==> src/logic/dpw_consts.vh <==
// Constants for the dual wiper register access block.
// Assumes a 100 MHz reference clock; included by every design file.
`ifndef DPW_CONSTS_VH
`define DPW_CONSTS_VH

// ==========================================================
// Serial framing
`define DPW_ID_BYTE 8'h50
`define DPW_OP_READ 4'hb
`define DPW_OP_WRITE 4'hc

// ==========================================================
// Register addresses
`define DPW_ADDR_POT0 4'h0
`define DPW_ADDR_POT1 4'h1
`define DPW_ADDR_LAST_NV 4'h6
`define DPW_ADDR_ACCESS 4'h8

// ==========================================================
// Access control fields and reset values
`define DPW_ACR_VOL_BIT 7
`define DPW_ACR_SHUTDOWN_CONTROL_N_BIT 6
`define DPW_ACR_BUSY_BIT 5
`define DPW_ACR_VOL_RST 1'b0
`define DPW_ACR_SHUTDOWN_CONTROL_N_RST 1'b1
`define DPW_WIPER_RST 8'h40
`define DPW_NV_BLANK 8'h40

// ==========================================================
// Timing
`define DPW_CLK_PERIOD_NS 10
`define DPW_NV_WRITE_TIME_MS 20
`define DPW_NV_WRITE_CYCLES ((`DPW_NV_WRITE_TIME_MS * 1000000) / `DPW_CLK_PERIOD_NS)

`endif

==> src/logic/dpw_pin_sync.v <==
// Three-stage synchroniser for a group of asynchronous pins.
// Assumes each pin is independent; a change is accepted once the
// second and third stages agree.
`include "dpw_consts.vh"

module dpw_pin_sync #(
  parameter W = 4
) (
  input wire i_ref_clk, // Reference clock
  input wire i_sys_rst, // Synchronous reset, active high
  input wire [W-1:0] i_pins, // Raw pin levels
  input wire [W-1:0] i_rst_val, // Level shown while in reset
  output reg [W-1:0] o_pins_q // Filtered levels
);

  reg [W-1:0] s1_q;
  reg [W-1:0] s2_q;
  reg [W-1:0] s3_q;
  integer k;

  // ==========================================================
  // Stage chain; only the second stage reads the first
  always @(posedge i_ref_clk)
  begin
    s1_q <= i_pins;
    s2_q <= s1_q;
    s3_q <= s2_q;
  end

  // ==========================================================
  // Accept a bit only when stages two and three agree
  always @(posedge i_ref_clk)
  begin
    if (i_sys_rst)
    begin
      o_pins_q <= i_rst_val;
    end
    else
    begin
      for (k = 0; k < W; k = k + 1)
      begin
        if (s2_q[k] == s3_q[k])
          o_pins_q[k] <= s3_q[k];
      end
    end
  end

endmodule

==> src/logic/dpw_nv_mem.v <==
// Non-volatile store: power-up values and general purpose bytes.
// Assumes a single port; read data come out of a register one cycle
// after the address. Contents survive the system reset.
`include "dpw_consts.vh"

module dpw_nv_mem #(
  parameter AW = 3,
  parameter DW = 8
) (
  input wire i_ref_clk, // Reference clock
  input wire i_we, // Write strobe
  input wire [AW-1:0] i_addr, // Word address
  input wire [DW-1:0] i_wdata, // Write data
  output reg [DW-1:0] o_rdata_q // Registered read data
);

  reg [DW-1:0] mem [0:(1<<AW)-1];
  integer n;

  // ==========================================================
  // Blank part: every cell starts at mid scale
  initial
  begin
    for (n = 0; n < (1 << AW); n = n + 1)
      mem[n] = `DPW_NV_BLANK;
  end

  // ==========================================================
  // Read first (old word on a write), read registered
  always @(posedge i_ref_clk)
  begin
    if (i_we)
      mem[i_addr] <= i_wdata;
    o_rdata_q <= mem[i_addr];
  end

endmodule

==> src/logic/dpw_top.v <==
// Register access logic of a dual digital potentiometer, serial mode 0.
// Assumes the serial pins are asynchronous and sampled by i_ref_clk,
// whose rate must be well above eight times the shift clock.
// Contract
// Address 1000b is the access control register.
// Pot0 registers at 0000b, pot1 at 0001b.
// Tap position comes only from wiper register.
// Volatile select 1: wipers only, no NV change.
// Volatile select 0: addresses 0,1 reach power-up.
// Written power-up value reloads wiper after power-up.
// Power-up write also loads matching wiper.
// Power-up read leaves wiper unchanged.
// Host sets control 40h, then writes power-up.
// Host selects volatile, then reads wiper.
// First byte is identification 0101_0000.
// Instruction nibble 1011 read, 1100 write.
// NV write after chip select rise, busy, refuse.
// Control bits: volatile, shutdown_n, busy, zeros.
// Invalid id or instruction: ignore transaction.
// Host waits for busy clear before writing; the bench writes the control register once while busy to check the refusal.
`include "dpw_consts.vh"

module dpw_top #(
  parameter NV_WRITE_CYCLES = `DPW_NV_WRITE_CYCLES,
  parameter BUSY_W = 22
) (
  input wire i_ref_clk, // Reference clock, 100 MHz
  input wire i_sys_rst, // Synchronous reset, active high
  input wire i_spi_cs_n, // Chip select pin, active low
  input wire i_spi_sck, // Shift clock pin
  input wire i_serial_in, // Serial data in
  input wire i_shutdown_n, // Shutdown pin, active low
  output reg o_serial_out, // Serial data out
  output wire o_serial_out_oe_n, // Output enable, low while driving
  output wire [6:0] o_pot0_tap, // Tap position of pot 0
  output wire [6:0] o_pot1_tap, // Tap position of pot 1
  output reg o_shutdown, // Resistor networks in shutdown
  output wire o_nv_write_busy // Non-volatile write in progress
);

  // ==========================================================
  // Transaction and recall states
  localparam ST_ID = 3'd0;
  localparam ST_INSTR = 3'd1;
  localparam ST_WRITE = 3'd2;
  localparam ST_READ = 3'd3;
  localparam ST_IGNORE = 3'd4;

  localparam RC_RD0 = 2'd0;
  localparam RC_RD1 = 2'd1;
  localparam RC_LD1 = 2'd2;
  localparam RC_DONE = 2'd3;

  // Cut to the counter width on purpose; the default fits in 22 bits
  localparam integer BUSY_LOAD_I = NV_WRITE_CYCLES - 1;
  localparam [BUSY_W-1:0] BUSY_LOAD = BUSY_LOAD_I[BUSY_W-1:0];

  // ==========================================================
  // Functions
  // Pointer advance: past the last stored byte it rolls to zero
  function [3:0] next_ptr;
    input [3:0] p;
    begin
      if (p >= `DPW_ADDR_LAST_NV)
        next_ptr = 4'h0;
      else
        next_ptr = p + 4'h1;
    end
  endfunction

  // Read data selection for one address
  function [7:0] read_mux;
    input [3:0] a;
    input volatile_only_select;
    input [7:0] nv;
    input [7:0] w0;
    input [7:0] w1;
    input [7:0] access_control;
    begin
      if (a == `DPW_ADDR_ACCESS)
        read_mux = access_control;
      else if (a == `DPW_ADDR_POT0)
        read_mux = volatile_only_select ? w0 : nv;
      else if (a == `DPW_ADDR_POT1)
        read_mux = volatile_only_select ? w1 : nv;
      else if (a <= `DPW_ADDR_LAST_NV)
        read_mux = volatile_only_select ? 8'h00 : nv;
      else
        read_mux = 8'h00;
    end
  endfunction

  // ==========================================================
  // Declarations
  wire [3:0] pins_f;
  wire cs_f;
  wire sck_f;
  wire sdi_f;
  wire shutdown_control_n_pin_f;
  reg sck_prev_q;
  reg cs_prev_q;
  reg [2:0] st_q;
  reg [2:0] bit_cnt_q;
  reg [6:0] rx_q;
  reg [3:0] ptr_q;
  reg [7:0] wiper0_q;
  reg [7:0] wiper1_q;
  reg vol_q;
  reg shutdown_control_n_q;
  reg busy_q;
  reg [BUSY_W-1:0] busy_cnt_q;
  reg pend_q;
  reg [3:0] pend_addr_q;
  reg [7:0] pend_data_q;
  reg [7:0] tx_q;
  reg [7:0] tx_next_q;
  reg fetch_q;
  reg fetch2_q;
  reg [3:0] fetch_addr_q;
  reg [1:0] rc_q;
  wire [7:0] mem_rdata;
  reg [2:0] mem_addr;
  wire commit;
  wire active;
  wire sck_rise;
  wire sck_fall;
  wire byte_done;
  wire [7:0] rx_byte;
  wire [7:0] acr_val;
  wire wr_ok;

  // ==========================================================
  // Pin synchronisers
  dpw_pin_sync #(.W(4)) u_sync (
    .i_ref_clk(i_ref_clk),
    .i_sys_rst(i_sys_rst),
    .i_pins({i_spi_cs_n, i_spi_sck, i_serial_in, i_shutdown_n}),
    .i_rst_val(4'h9), // Idle levels: deselected, clock low, so no false edge
    .o_pins_q(pins_f)
  );

  assign cs_f = pins_f[3];
  assign sck_f = pins_f[2];
  assign sdi_f = pins_f[1];
  assign shutdown_control_n_pin_f = pins_f[0];

  // Edge detection; the port is held idle until recall completes
  always @(posedge i_ref_clk)
  begin
    if (i_sys_rst)
    begin
      sck_prev_q <= 1'b0;
      cs_prev_q <= 1'b1;
    end
    else
    begin
      sck_prev_q <= sck_f;
      cs_prev_q <= cs_f;
    end
  end

  assign active = ~cs_f & (rc_q == RC_DONE);
  assign sck_rise = active & sck_f & ~sck_prev_q;
  assign sck_fall = active & ~sck_f & sck_prev_q;
  assign rx_byte = {rx_q, sdi_f};
  assign byte_done = sck_rise & (bit_cnt_q == 3'd7);
  // Commit a pending non-volatile byte when chip select rises
  assign commit = pend_q & cs_f & ~cs_prev_q;
  assign wr_ok = ~busy_q;
  assign acr_val = {vol_q, shutdown_control_n_q, busy_q, 5'h00};

  // ==========================================================
  // Non-volatile store; recall, commit and fetch share one port
  always @*
  begin
    if (rc_q == RC_RD0)
      mem_addr = 3'd0;
    else if (rc_q != RC_DONE)
      mem_addr = 3'd1;
    else if (commit)
      mem_addr = pend_addr_q[2:0];
    else
      mem_addr = fetch_addr_q[2:0];
  end

  dpw_nv_mem #(.AW(3), .DW(8)) u_mem (
    .i_ref_clk(i_ref_clk),
    .i_we(commit),
    .i_addr(mem_addr),
    .i_wdata(pend_data_q),
    .o_rdata_q(mem_rdata)
  );

  // ==========================================================
  // Receive shifter and transaction sequencing
  always @(posedge i_ref_clk)
  begin
    if (i_sys_rst | ~active)
    begin
      st_q <= ST_ID;
      bit_cnt_q <= 3'd0;
      rx_q <= 7'h00;
      ptr_q <= 4'h0;
    end
    else if (sck_rise)
    begin
      bit_cnt_q <= bit_cnt_q + 3'd1;
      rx_q <= rx_byte[6:0];
      if (byte_done)
      begin
        case (st_q)
          ST_ID:
          begin
            if (rx_byte == `DPW_ID_BYTE)
              st_q <= ST_INSTR;
            else
              st_q <= ST_IGNORE;
          end
          ST_INSTR:
          begin
            ptr_q <= rx_byte[3:0];
            if (rx_byte[7:4] == `DPW_OP_READ)
              st_q <= ST_READ;
            else if (rx_byte[7:4] == `DPW_OP_WRITE)
              st_q <= ST_WRITE;
            else
              st_q <= ST_IGNORE;
          end
          ST_WRITE, ST_READ:
            ptr_q <= next_ptr(ptr_q);
          ST_IGNORE:
            st_q <= ST_IGNORE;
          default:
            st_q <= ST_IGNORE;
        endcase
      end
    end
  end

  // ==========================================================
  // Register writes, recall and non-volatile commit
  // Wipers are the only source of the tap outputs
  always @(posedge i_ref_clk)
  begin
    if (i_sys_rst)
    begin
      wiper0_q <= `DPW_WIPER_RST;
      wiper1_q <= `DPW_WIPER_RST;
      vol_q <= `DPW_ACR_VOL_RST;
      shutdown_control_n_q <= `DPW_ACR_SHUTDOWN_CONTROL_N_RST;
      pend_q <= 1'b0;
      pend_addr_q <= 4'h0;
      pend_data_q <= 8'h00;
      rc_q <= RC_RD0;
    end
    else
    begin
      // Recall power-up values into the wipers
      case (rc_q)
        RC_RD0:
          rc_q <= RC_RD1;
        RC_RD1:
        begin
          wiper0_q <= mem_rdata;
          rc_q <= RC_LD1;
        end
        RC_LD1:
        begin
          wiper1_q <= mem_rdata;
          rc_q <= RC_DONE;
        end
        default:
          rc_q <= RC_DONE;
      endcase
      // Data byte of a write; refused whole while busy
      if (byte_done & (st_q == ST_WRITE) & wr_ok)
      begin
        if (ptr_q == `DPW_ADDR_ACCESS)
        begin
          vol_q <= rx_byte[`DPW_ACR_VOL_BIT];
          shutdown_control_n_q <= rx_byte[`DPW_ACR_SHUTDOWN_CONTROL_N_BIT];
        end
        else if (vol_q)
        begin
          // Volatile only: no non-volatile cell is touched
          if (ptr_q == `DPW_ADDR_POT0)
            wiper0_q <= rx_byte;
          else if (ptr_q == `DPW_ADDR_POT1)
            wiper1_q <= rx_byte;
        end
        else if ((ptr_q <= `DPW_ADDR_LAST_NV) & ~pend_q)
        begin
          // Only the first stored byte of a frame is kept: a cell
          // takes the whole write time, so a burst cannot stream
          pend_q <= 1'b1;
          pend_addr_q <= ptr_q;
          pend_data_q <= rx_byte;
        end
      end
      if (commit)
      begin
        pend_q <= 1'b0;
        if (pend_addr_q == `DPW_ADDR_POT0)
          wiper0_q <= pend_data_q;
        else if (pend_addr_q == `DPW_ADDR_POT1)
          wiper1_q <= pend_data_q;
      end
      else if (cs_f)
      begin
        pend_q <= 1'b0;
      end
    end
  end

  // ==========================================================
  // Write-in-progress timer
  always @(posedge i_ref_clk)
  begin
    if (i_sys_rst)
    begin
      busy_q <= 1'b0;
      busy_cnt_q <= {BUSY_W{1'b0}};
    end
    else if (commit)
    begin
      busy_q <= 1'b1;
      busy_cnt_q <= BUSY_LOAD;
    end
    else if (busy_q)
    begin
      if (busy_cnt_q == {BUSY_W{1'b0}})
        busy_q <= 1'b0;
      else
        busy_cnt_q <= busy_cnt_q - {{(BUSY_W-1){1'b0}}, 1'b1};
    end
  end

  // ==========================================================
  // Read fetch: address, then registered memory data, then select
  // Three reference cycles fit well inside half a shift clock
  always @(posedge i_ref_clk)
  begin
    if (i_sys_rst)
    begin
      fetch_q <= 1'b0;
      fetch2_q <= 1'b0;
      fetch_addr_q <= 4'h0;
      tx_next_q <= 8'h00;
    end
    else
    begin
      fetch_q <= 1'b0;
      fetch2_q <= fetch_q;
      if (byte_done & (st_q == ST_INSTR))
      begin
        fetch_q <= 1'b1;
        fetch_addr_q <= rx_byte[3:0];
      end
      else if (byte_done & (st_q == ST_READ))
      begin
        fetch_q <= 1'b1;
        fetch_addr_q <= next_ptr(ptr_q);
      end
      if (fetch2_q)
        tx_next_q <= read_mux(fetch_addr_q, vol_q, mem_rdata,
                              wiper0_q, wiper1_q, acr_val);
    end
  end

  // ==========================================================
  // Transmit shifter; bits change on falling shift clock edges
  always @(posedge i_ref_clk)
  begin
    if (i_sys_rst | ~active)
    begin
      tx_q <= 8'h00;
    end
    else if (sck_fall & (st_q == ST_READ))
    begin
      if (bit_cnt_q == 3'd0)
        tx_q <= tx_next_q;
      else
        tx_q <= {tx_q[6:0], 1'b0};
    end
  end

  // Output stage and shutdown combination
  always @(posedge i_ref_clk)
  begin
    if (i_sys_rst)
    begin
      o_serial_out <= 1'b0;
      o_shutdown <= 1'b0;
    end
    else
    begin
      o_serial_out <= tx_q[7];
      o_shutdown <= ~(shutdown_control_n_pin_f & shutdown_control_n_q);
    end
  end

  // Output driven only while selected; a floating line otherwise
  assign o_serial_out_oe_n = ~active;
  assign o_pot0_tap = wiper0_q[6:0];
  assign o_pot1_tap = wiper1_q[6:0];
  assign o_nv_write_busy = busy_q;

endmodule

==> config.mk <==
export PLATFORM = sky130hd
export DESIGN_NAME = dpw_top
export DESIGN_NICKNAME = d
export VERILOG_FILES = /design/src/logic/dpw_pin_sync.v /design/src/logic/dpw_nv_mem.v /design/src/logic/dpw_top.v
export VERILOG_INCLUDE_DIRS = /design/src /design/src/logic
export SDC_FILE = /design/constraint.sdc
export NUM_CORES = 1
export LEC_CHECK = 0
export CORE_MARGIN = 5
export CORE_UTILIZATION = 35
export DETAILED_ROUTE_END_ITERATION = 7
export DONT_BUFFER_PORTS = 1
export PLACE_DENSITY = 0.54
export SLEW_MARGIN = 10
export SYNTH_ARGS = -nofsm -noshare
export SYNTH_HDL_FRONTEND = slang
export SYNTH_SLANG_ARGS = --single-unit
export TNS_END_PERCENT = 30
==> constraint.sdc <==
create_clock -name i_ref_clk -period 2.33 [get_ports i_ref_clk]
set_input_delay 0.3495 -clock i_ref_clk [delete_from_list [all_inputs] [get_ports i_ref_clk]]
set_output_delay 0.3495 -clock i_ref_clk [all_outputs]
set_load 0.02 [all_outputs]
==> results.cfg, run 1 <==
[final_layout]
multi_input_area_mm2 = 0.00348
nets = 810
diodes = 0
final_util = 0.402
syn2layout_area_growth_pct = 13.5
layout_common_cells = dfxtp_1, nor2_1, edfxtp_1
ff_latch_area_mm2 = 0.00438
final_common_cell = dfxtp_1
final.fill_count = 2264
layout-drive-gt1-share = 0.139

[synthesis]
ys_seq_area_frac = 0.531
async_flop_share = 0
ys_types = 63
yosysWarnings = 0
synth_nets = 810
syn_area_per_cell_um2 = 10.4
synth_edf_count = 64
synth-main-ff-cell = dfxtp_1
ys_seq_elements = 187
netlist_area_mm2 = 0.00826
syn_inst = 795

[detailed_routing]
viasPerCell = 5.35
route.detailed.drc = 0
routedWlPerCell_um = 18.9
final_antenna_net_count = 0
drtPass1Iterations = 5
wl_um = 21300
drtIter0Drc = 418
vias = 6025

[global_routing]
track_usage = 0.164
grt_pass1_vias = 5772
grt_max_degree = 49
antenna_found_initial = 0
grt_pass1_wl_um = 33900
grt_overflow_total = 0

[pwr]
finalPower_mw = 6.91
powerDensity_mw_per_mm2 = 737
leakagePower_nw = 3.24
vdd_drop_max_mv = 0.443

[sta]
slew_headroom = 0.336
period_share = 0.926
drv_slew = 0
tightestPinTransition_ns = 0.994
skew_ns = 0.0131
setup_viol = 0
hold_viol = 0
period_minus_slack_ns = 2.16
clock.fmax_mhz = 464
rsz0062_at_grt = false

[floorplanning]
die_area_mm2 = 0.0268
start_util = 0.354
fp-row-count = 56
core_mm2 = 0.0233
die_y_um = 164
io_pins = 24
die_w_um = 164

[place]
port_buffers = 0
dp_hpwl_um = 14300
gp_congestion = 0.819

[clocking]
clock_latency_ns = 0.43
cts_buffer_depth = 2
numCtsBuffers = 17
cts.clk_slew.worst_paths_ns = 0.08
cts-root-buf = clkbuf_16
clock-sinks = 187
h-tree-depth = 4
tritoncts = yes

[worst_setup_path]
path_class = register to register
cp_max_fo = 10
start_kind = register
endpoint_kind = register
required_ns = 2.48
cp.arrival_ns = 2.30

[run_status]
status = finished, final reports clean

[min_path]
hp-class = input pin to register

[job]
drv_cap = 0
[logic make-up after synthesis]
logic type	synth area share
buf+inv	0.0500
fa+ha+maj	0.0136
flops	0.531
simple gates	0.193
xor+xnor	0.00955
mux	0.0835
compound gates	0.119
[worst max-delay path: stages, from the launching register on]
cell,delay [ns]
dfxtp_1,0.42
buf_4,0.16
and3b_1,0.36
mux2_2,0.47
nor3_1,0.27
buf_4,0.20
[metal layers]
metal,GRT usage,vias to the layer above,wire length [um]
met4,0.0385,0,232
met5,0,-,0
li1,-,2956,-
met3,0.0399,17,1230
met1,0.232,2915,10100
met2,0.253,137,9710
[final cells by class]
class,instances,area share
Sequential cell,187,0.468
Multi-Input combinational cell,518,0.372
Timing Repair Buffer,47,0.0403
Clock inverter,15,0.0222
Inverter,24,0.00962
Clock buffer,17,0.0454
Tap cell,319,0.0426
[synth_stat cells (2+ instances only)]
| cell type | count | area share |
|---|---|---|
| nor2_1 | 75 | 0.034 |
| and4b_1 | 2 | 0.0024 |
| o21bai_1 | 4 | 0.0036 |
| xnor2_1 | 6 | 0.0064 |
| buf_4 | 16 | 0.015 |
| nand3b_1 | 5 | 0.0045 |
| buf_2 | 6 | 0.0036 |
| o41ai_1 | 4 | 0.0042 |
| inv_1 | 24 | 0.011 |
| dfxtp_1 | 123 | 0.30 |
| nand3_1 | 10 | 0.0061 |
| nand2b_1 | 16 | 0.012 |
| mux2_2 | 19 | 0.026 |
| a21o_1 | 2 | 0.0018 |
| nor4_1 | 15 | 0.011 |
| nor4b_1 | 26 | 0.028 |
| nand4b_1 | 7 | 0.0074 |
| o22ai_1 | 5 | 0.0038 |
| and3_1 | 2 | 0.0015 |
| nand4_1 | 17 | 0.013 |
| a21oi_1 | 33 | 0.020 |
| mux2i_1 | 46 | 0.056 |
| o21ai_1 | 3 | 0.0018 |
| o211ai_1 | 2 | 0.0018 |
| nor2b_1 | 7 | 0.0053 |
| clkbuf_1 | 42 | 0.019 |
| nand2_1 | 29 | 0.013 |
| xor2_1 | 3 | 0.0032 |
| nor3_2 | 3 | 0.0036 |
| or4_1 | 6 | 0.0055 |
| edfxtp_1 | 64 | 0.23 |
| nor3b_1 | 2 | 0.0018 |
| ha_1 | 9 | 0.014 |
| a2bb2oi_1 | 3 | 0.0032 |
| or2_1 | 3 | 0.0023 |
| o21ai_0 | 28 | 0.017 |
| o31ai_1 | 3 | 0.0027 |
| or2_2 | 3 | 0.0023 |
| or3_1 | 13 | 0.0098 |
| nor3_1 | 29 | 0.018 |
| a31oi_1 | 38 | 0.029 |
| a211oi_1 | 20 | 0.018 |
| nor4_2 | 2 | 0.0030 |
[power by group]
part	switching (mW)	internal, mW
combinational	0.167	0.125
sequential	0.0775	3.40
clock	1.47	1.67
[worst paths after layout]
| path | startpoint | endpoint | cells past startpoint | slack [ns] |
|---|---|---|---|---|
| worst max-delay path | u_sync.o_pins_q[3] | u_mem.mem[6][7] | 5 | 0.17 |
| worst min-delay path | i_sys_rst | u_sync.o_pins_q[3] | 1 | 0.03 |
| worst max register to register | u_sync.o_pins_q[3] | u_mem.mem[6][7] | 5 | 0.17 |
| worst min register to register | u_sync.s1_q[2] | u_sync.s2_q[2] | 0 | 0.33 |
[through the flow]
step	TNS, ns	std cells	cell area (um2)	worst slack (ns)	hold WS (ns)
6_report	0	1127	9370	0.173	0.0305
5_1_grt	0	1127	9370	0.0201	0.0116
4_1_cts	0	1126	9350	0.00544	0.00481
3_5_place_dp	0	1088	8650	0.0411	0.312
3_3_place_gp	0	1088	8650	0.0902	0.311
2_1_floorplan	-0.974	795	8260	-0.0981	0.310
[sequential cells by signal (all words and copies together) (netlist names), 7 cells and up]
register         count
u_mem.mem           64
busy_cnt_q          22
pend_data_q          8
tx_next_q            8
tx_q                 8
u_mem.o_rdata_q      8
wiper0_q             8
wiper1_q             8
rx_q                 7
[timing repair]
action / in CTS / in global routing
gates resized for setup: 0 / 2
setup endpoints to repair: 0 / 21
hold buffers: 6 / 0
hold endpoints to repair: 52 / 0
buffers inserted: 0 / 1
Note: power is estimated with default switching activity, not from simulation.
==> inputs of run 2 (changes only) <==
Settings changed: ABC_AREA set to 1, BUFFER_PORTS_ARGS set to -buffer_cell sky130_fd_sc_hd__buf_4, DONT_BUFFER_PORTS 1 to unset, PLACE_DENSITY 0.54 to 0.55.
==> results.cfg, run 2 <==
[clocking]
numCtsBuffers = 17
postCtsSetupBuffers = 0
cts.clk_slew.worst_paths_ns = 0.07
clock-sinks = 187
cts_buffer_depth = 2
clock_latency_ns = 0.43
cts-root-buf = clkbuf_16
tritoncts = yes
post_cts_resized = 0
h-tree-depth = 4

[synthesis]
synth_nets = 1079
yosysWarnings = 0
synth.most_common_cell = nand2_1
async_flop_share = 0
synth_common_cells = nand2_1, inv_1, dfxtp_1, nor2_1, o21ai_0
synth_top_cell_by_area = dfxtp_1
synth-main-ff-cell = dfxtp_1
netlist_area_mm2 = 0.00851
ys_seq_area_frac = 0.515
netlist.area_leader.share = 0.289
synth_area_leaders = dfxtp_1, edfxtp_1, nand2_1
syn_area_per_cell_um2 = 8.00
ys_types = 42
synth_edf_count = 64
syn_inst = 1064
ys_seq_elements = 187

[job]
drv_cap = 0

[worst_setup_path]
start_kind = register
slowest_stage = dfxtp_1
required_ns = 2.47
cp_max_fo = 9
endpoint_kind = register
crit_path_max_incr_delay_ns = 0.47
path_class = register to register
path_cells = nand3_2 -> o21ai_2 -> nand2_4 -> nor2_4 -> inv_1 -> nor2_1 -> buf_4
cp.arrival_ns = 2.21

[pwr]
vdd_drop_max_mv = 0.423
leakagePower_nw = 4.08
powerDensity_mw_per_mm2 = 709

[global_routing]
met2_usage = 0.239
track_usage = 0.149
grt_pass1_vias = 6304
grt_overflow_total = 0
met3_usage = 0.0298
grt_busiest_layer = met2
grt.met1_usage = 0.205
grt_pass1_wl_um = 33300
antenna_found_initial = 0
grt_max_degree = 36

[detailed_routing]
vias = 6750
final_antenna_net_count = 0
wl_um = 20300
drtIter0Drc = 419
routedWlPerCell_um = 14.2
drtPass1Iterations = 4
route.detailed.drc = 0
viasPerCell = 4.72

[min_path]
hp-class = register to register

[sta]
period_minus_slack_ns = 2.08
slew_headroom = 0.653
skew_ns = 0.0107
hold_viol = 0
clock.fmax_mhz = 482
period_share = 0.891
rsz0062_at_grt = false
tightestPinTransition_ns = 0.521
fin_ws_ns = 0.255
setup_viol = 0
drv_slew = 0
tns_ns = 0

[place]
dp_slack_ns = 0.237
dp_hpwl_um = 14800
gp_congestion = 0.831
port_buffers = 23
postPlaceCellArea_mm2 = 0.00904

[final_layout]
syn2layout_area_growth_pct = 14.0
nets = 1107
layout_common_cells = nand2_1, inv_1, dfxtp_1
diodes = 0
reg.largest.list = u_mem.mem: 64 flops, busy_cnt_q: 22 flops
layout-drive-gt1-share = 0.102
largest_reg_flops = 64
final_common_cell = nand2_1
fin_area_mm2 = 0.00971
top_register = u_mem.mem

[floorplanning]
start_util = 0.353
core_mm2 = 0.0241
die_y_um = 166
die_area_mm2 = 0.0275
die_w_um = 166
fp-row-count = 57
io_pins = 24

[run_status]
status = finished, final reports clean
## run 2: power by group
| group | internal (mW) | switching (mW) | total [mW] | leakage, nW |
|---|---|---|---|---|
| Clock | 1.78 | 1.26 | 3.04 | 0.313 |
| Sequential | 3.41 | 0.0472 | 3.46 | 1.46 |
| Combinational | 0.144 | 0.241 | 0.385 | 2.31 |
## run 2: final cells by class
type,instances,area (um2)
fillers,2503,14400
inverters,145,544
multi-input cells,687,3330
clock inverters,10,121
flip-flops and latches,187,4380
well taps,324,405
clock buffers,22,507
repair buffers,54,415
## run 2: logic make-up (layout without fill, tap and decap cells)
kind of cell | after synthesis | in the layout | share of synthesized area
buf+inv | 190 | 231 | 0.0941
fa+ha+maj | 10 | 10 | 0.0144
flops | 187 | 187 | 0.515
xor+xnor | 8 | 8 | 0.00823
compound gates | 205 | 205 | 0.131
simple gates | 464 | 464 | 0.238
## run 2: worst max-delay path, delay by kind of cell, from the launching register on
| kind | cells | cell delay, ns |
|---|---|---|
| simple gates | 4 | 0.79 |
| flops | 1 | 0.47 |
| buf+inv | 2 | 0.29 |
| compound gates | 1 | 0.24 |
## run 2: path summary, 6_finish.rpt
path                           start              end  slack [ns]  cells after the start
setup / recovery  u_sync.o_pins_q[3]  u_mem.mem[7][4]        0.25                      7
hold / removal        u_sync.s1_q[2]   u_sync.s2_q[2]        0.33                      0
hold reg to reg       u_sync.s1_q[2]   u_sync.s2_q[2]        0.33                      0
setup reg to reg  u_sync.o_pins_q[3]  u_mem.mem[7][4]        0.25                      7
## run 2: metal layers
metal	share of wire	wire length [um]
met3	0.038	768
met5	0	0
met4	0.013	261
met2	0.46	9330
met1	0.49	9920
## run 2: timing repair
item / in CTS / in global routing
hold buffers: 4 / 0
setup endpoints to repair: 0 / 0
endpoints found under the hold margin: 4 / 0
## run 2: metrics by stage
step / cells / hold slack (ns) / utilization / power, mW
final: 1429 / 0.328 / 0.403 / 6.89
after floorplan: 1064 / 0.310 / - / 3.81
after CTS: 1429 / 0.329 / 0.403 / 6.97
after global routing: 1429 / 0.338 / 0.403 / 7.16
after global placement: 1393 / 0.315 / 0.375 / 3.92
after detailed placement: 1393 / 0.312 / 0.375 / 3.92
==> inputs of run 3 (changes only) <==
Settings changed: SYNTH_HIERARCHICAL set to 1.
==> results.cfg, run 3 <==
[clocking]
cts-root-buf = clkbuf_16
numCtsBuffers = 17
cts.clk_slew.worst_paths_ns = 0.07
clock-sinks = 187
post_cts_resized = 0
h-tree-depth = 4
cts.hold.buffers_added = 4
tritoncts = yes
clock_latency_ns = 0.43
cts_buffer_depth = 2
postCtsSetupBuffers = 0

[sta]
rsz0062_at_grt = false
drv_slew = 0
period_share = 0.884
tightestPinTransition_ns = 0.710
slew_headroom = 0.526
skew_ns = 0.0119
hold_viol = 0
period_minus_slack_ns = 2.06
setup_viol = 0
clock.fmax_mhz = 486

[floorplanning]
die_area_mm2 = 0.0283
fp-row-count = 57
die_y_um = 168
core_mm2 = 0.0245
io_pins = 24
start_util = 0.358
die_w_um = 168

[final_layout]
layout-drive-gt1-share = 0.0900
reg.largest.list = u_mem/mem: 64 flops, busy_cnt_q: 22 flops
final_util = 0.403
nets = 1180
top_register = u_mem/mem
multi_input_area_mm2 = 0.00344
final.fill_count = 2530
diodes = 0
final_common_cell = nand2_1
ff_latch_area_mm2 = 0.00442
largest_reg_flops = 64
layout_common_cells = nand2_1, inv_1, nor2_1
syn2layout_area_growth_pct = 12.5

[synthesis]
netlist.area_leader.share = 0.272
syn_area_per_cell_um2 = 7.67
synth_edf_count = 68
yosysWarnings = 6
synth-main-ff-cell = dfxtp_1
syn_inst = 1142
synth_area_leaders = dfxtp_1, edfxtp_1, nand2_1
ys_seq_elements = 187
synth_common_cells = nand2_1, inv_1, nor2_1, dfxtp_1, o21ai_0
synth.most_common_cell = nand2_1
ys_seq_area_frac = 0.505
netlist_area_mm2 = 0.00875
synth_top_cell_by_area = dfxtp_1
ys_types = 39
async_flop_share = 0

[detailed_routing]
met2_length_um = 9580
top_layer = met4
routedWlPerCell_um = 14.7
viasPerCell = 4.75
routed-wl-met3_um = 869
wl_met1_um = 11300
route.detailed.drc = 0
drtIter0Drc = 574
drtPass1Iterations = 4
final_antenna_net_count = 0
wl_um = 22100
vias = 7142

[worst_setup_path]
crit_cells = 8
endpoint_kind = register
path_buf_inv = 3
crit_path_max_incr_delay_ns = 0.44
cp_top_family = simple AND/OR/NAND/NOR gates
cp.arrival_ns = 2.20
cp_max_fo = 10
required_ns = 2.47
r2r_cells = 8
path_cells = nand2_1 -> o21ai_0 -> a21oi_1 -> inv_2 -> nor2_4 -> inv_2 -> nor2_1 -> buf_4
path_class = register to register
cp_common_cell = inv_2
start_kind = register
slowest_stage = edfxtp_1

[pwr]
internal_power_mw = 5.10
vdd_drop_max_mv = 0.407
switchingPower_mw = 1.73
p_clk_frac = 0.420
finalPower_mw = 6.83
power_frac_comb = 0.067
p_sw_frac = 0.253
leakagePower_nw = 4.46
powerDensity_mw_per_mm2 = 694
p_seq_frac = 0.513

[global_routing]
grt_pass1_wl_um = 35200
antenna_found_initial = 0
track_usage = 0.157
grt_pass1_vias = 6394
grt_max_degree = 40
grt_overflow_total = 0

[min_path]
hp-class = input pin to register
whs_path_depth = 2

[place]
gp_congestion = 0.880
port_buffers = 23
dp_hpwl_um = 15600

[job]
drv_cap = 0

[run_status]
status = finished, final reports clean
run 3: cell families after synthesis:
group                    count (synthesis)  synth area share
adder cells (fa/ha/maj)                  9            0.0129
flip-flops                             187             0.505
AND/OR/NAND/NOR                        544             0.262
buffers and inverters                  208             0.103
other                                    2          0.000858
XOR/XNOR                                 8           0.00800
AO/OA/AOI/OAI                          184             0.109
run 3: worst paths after layout:
check	start	end	slack, ns
worst min register to register	u_sync/s1_q[2]	u_sync/s2_q[2]	0.33
worst max register to register	u_sync/o_pins_q[3]	u_mem/mem[5][3]	0.27
worst min-delay path	i_sys_rst	fetch2_q	0.14
worst max-delay path	u_sync/o_pins_q[3]	u_mem/mem[5][3]	0.27
run 3: power groups by stage:
stage | Combinational [mW] | Sequential, mW | Clock, mW
3_3_place_gp | 0.446 | 3.58 | 0
5_1_grt | 0.521 | 3.51 | 3.10
6_report | 0.457 | 3.50 | 2.87
4_1_cts | 0.458 | 3.50 | 2.94
2_1_floorplan | 0.366 | 3.53 | 0
3_5_place_dp | 0.452 | 3.58 | 0
run 3: area by class of cell:
type | instances | share of cell area
flip-flops and latches | 187 | 0.449
multi-input cells | 749 | 0.350
inverters | 158 | 0.0605
clock buffers | 17 | 0.0432
well taps | 324 | 0.0412
repair buffers | 52 | 0.0407
clock inverters | 15 | 0.0156
run 3: stage by stage:
step                      cells  hold slack [ns]  area [um2]  TNS (ns)  worst slack [ns]
after global routing       1502            0.118        9850         0             0.100
after floorplan            1144            0.310        8770    -0.461           -0.0288
after CTS                  1502            0.124        9850         0             0.273
final                      1502            0.136        9850         0             0.271
after detailed placement   1466            0.317        9230         0             0.284
after global placement     1466            0.313        9230         0             0.321
run 3: routing by layer:
layer	vias up	GRT usage
met5	-	0
met4	0	0.0385
met3	15	0.0286
met2	149	0.231
met1	3266	0.237
li1	3712	-
run 3: worst register-to-register path: stages (launching register included):
cell and delay (ns):
edfxtp_1 0.44, nand2_1 0.27, o21ai_0 0.12, a21oi_1 0.22, inv_2 0.16, nor2_4 0.19, inv_2 0.05, nor2_1 0.13
buf_4 0.19
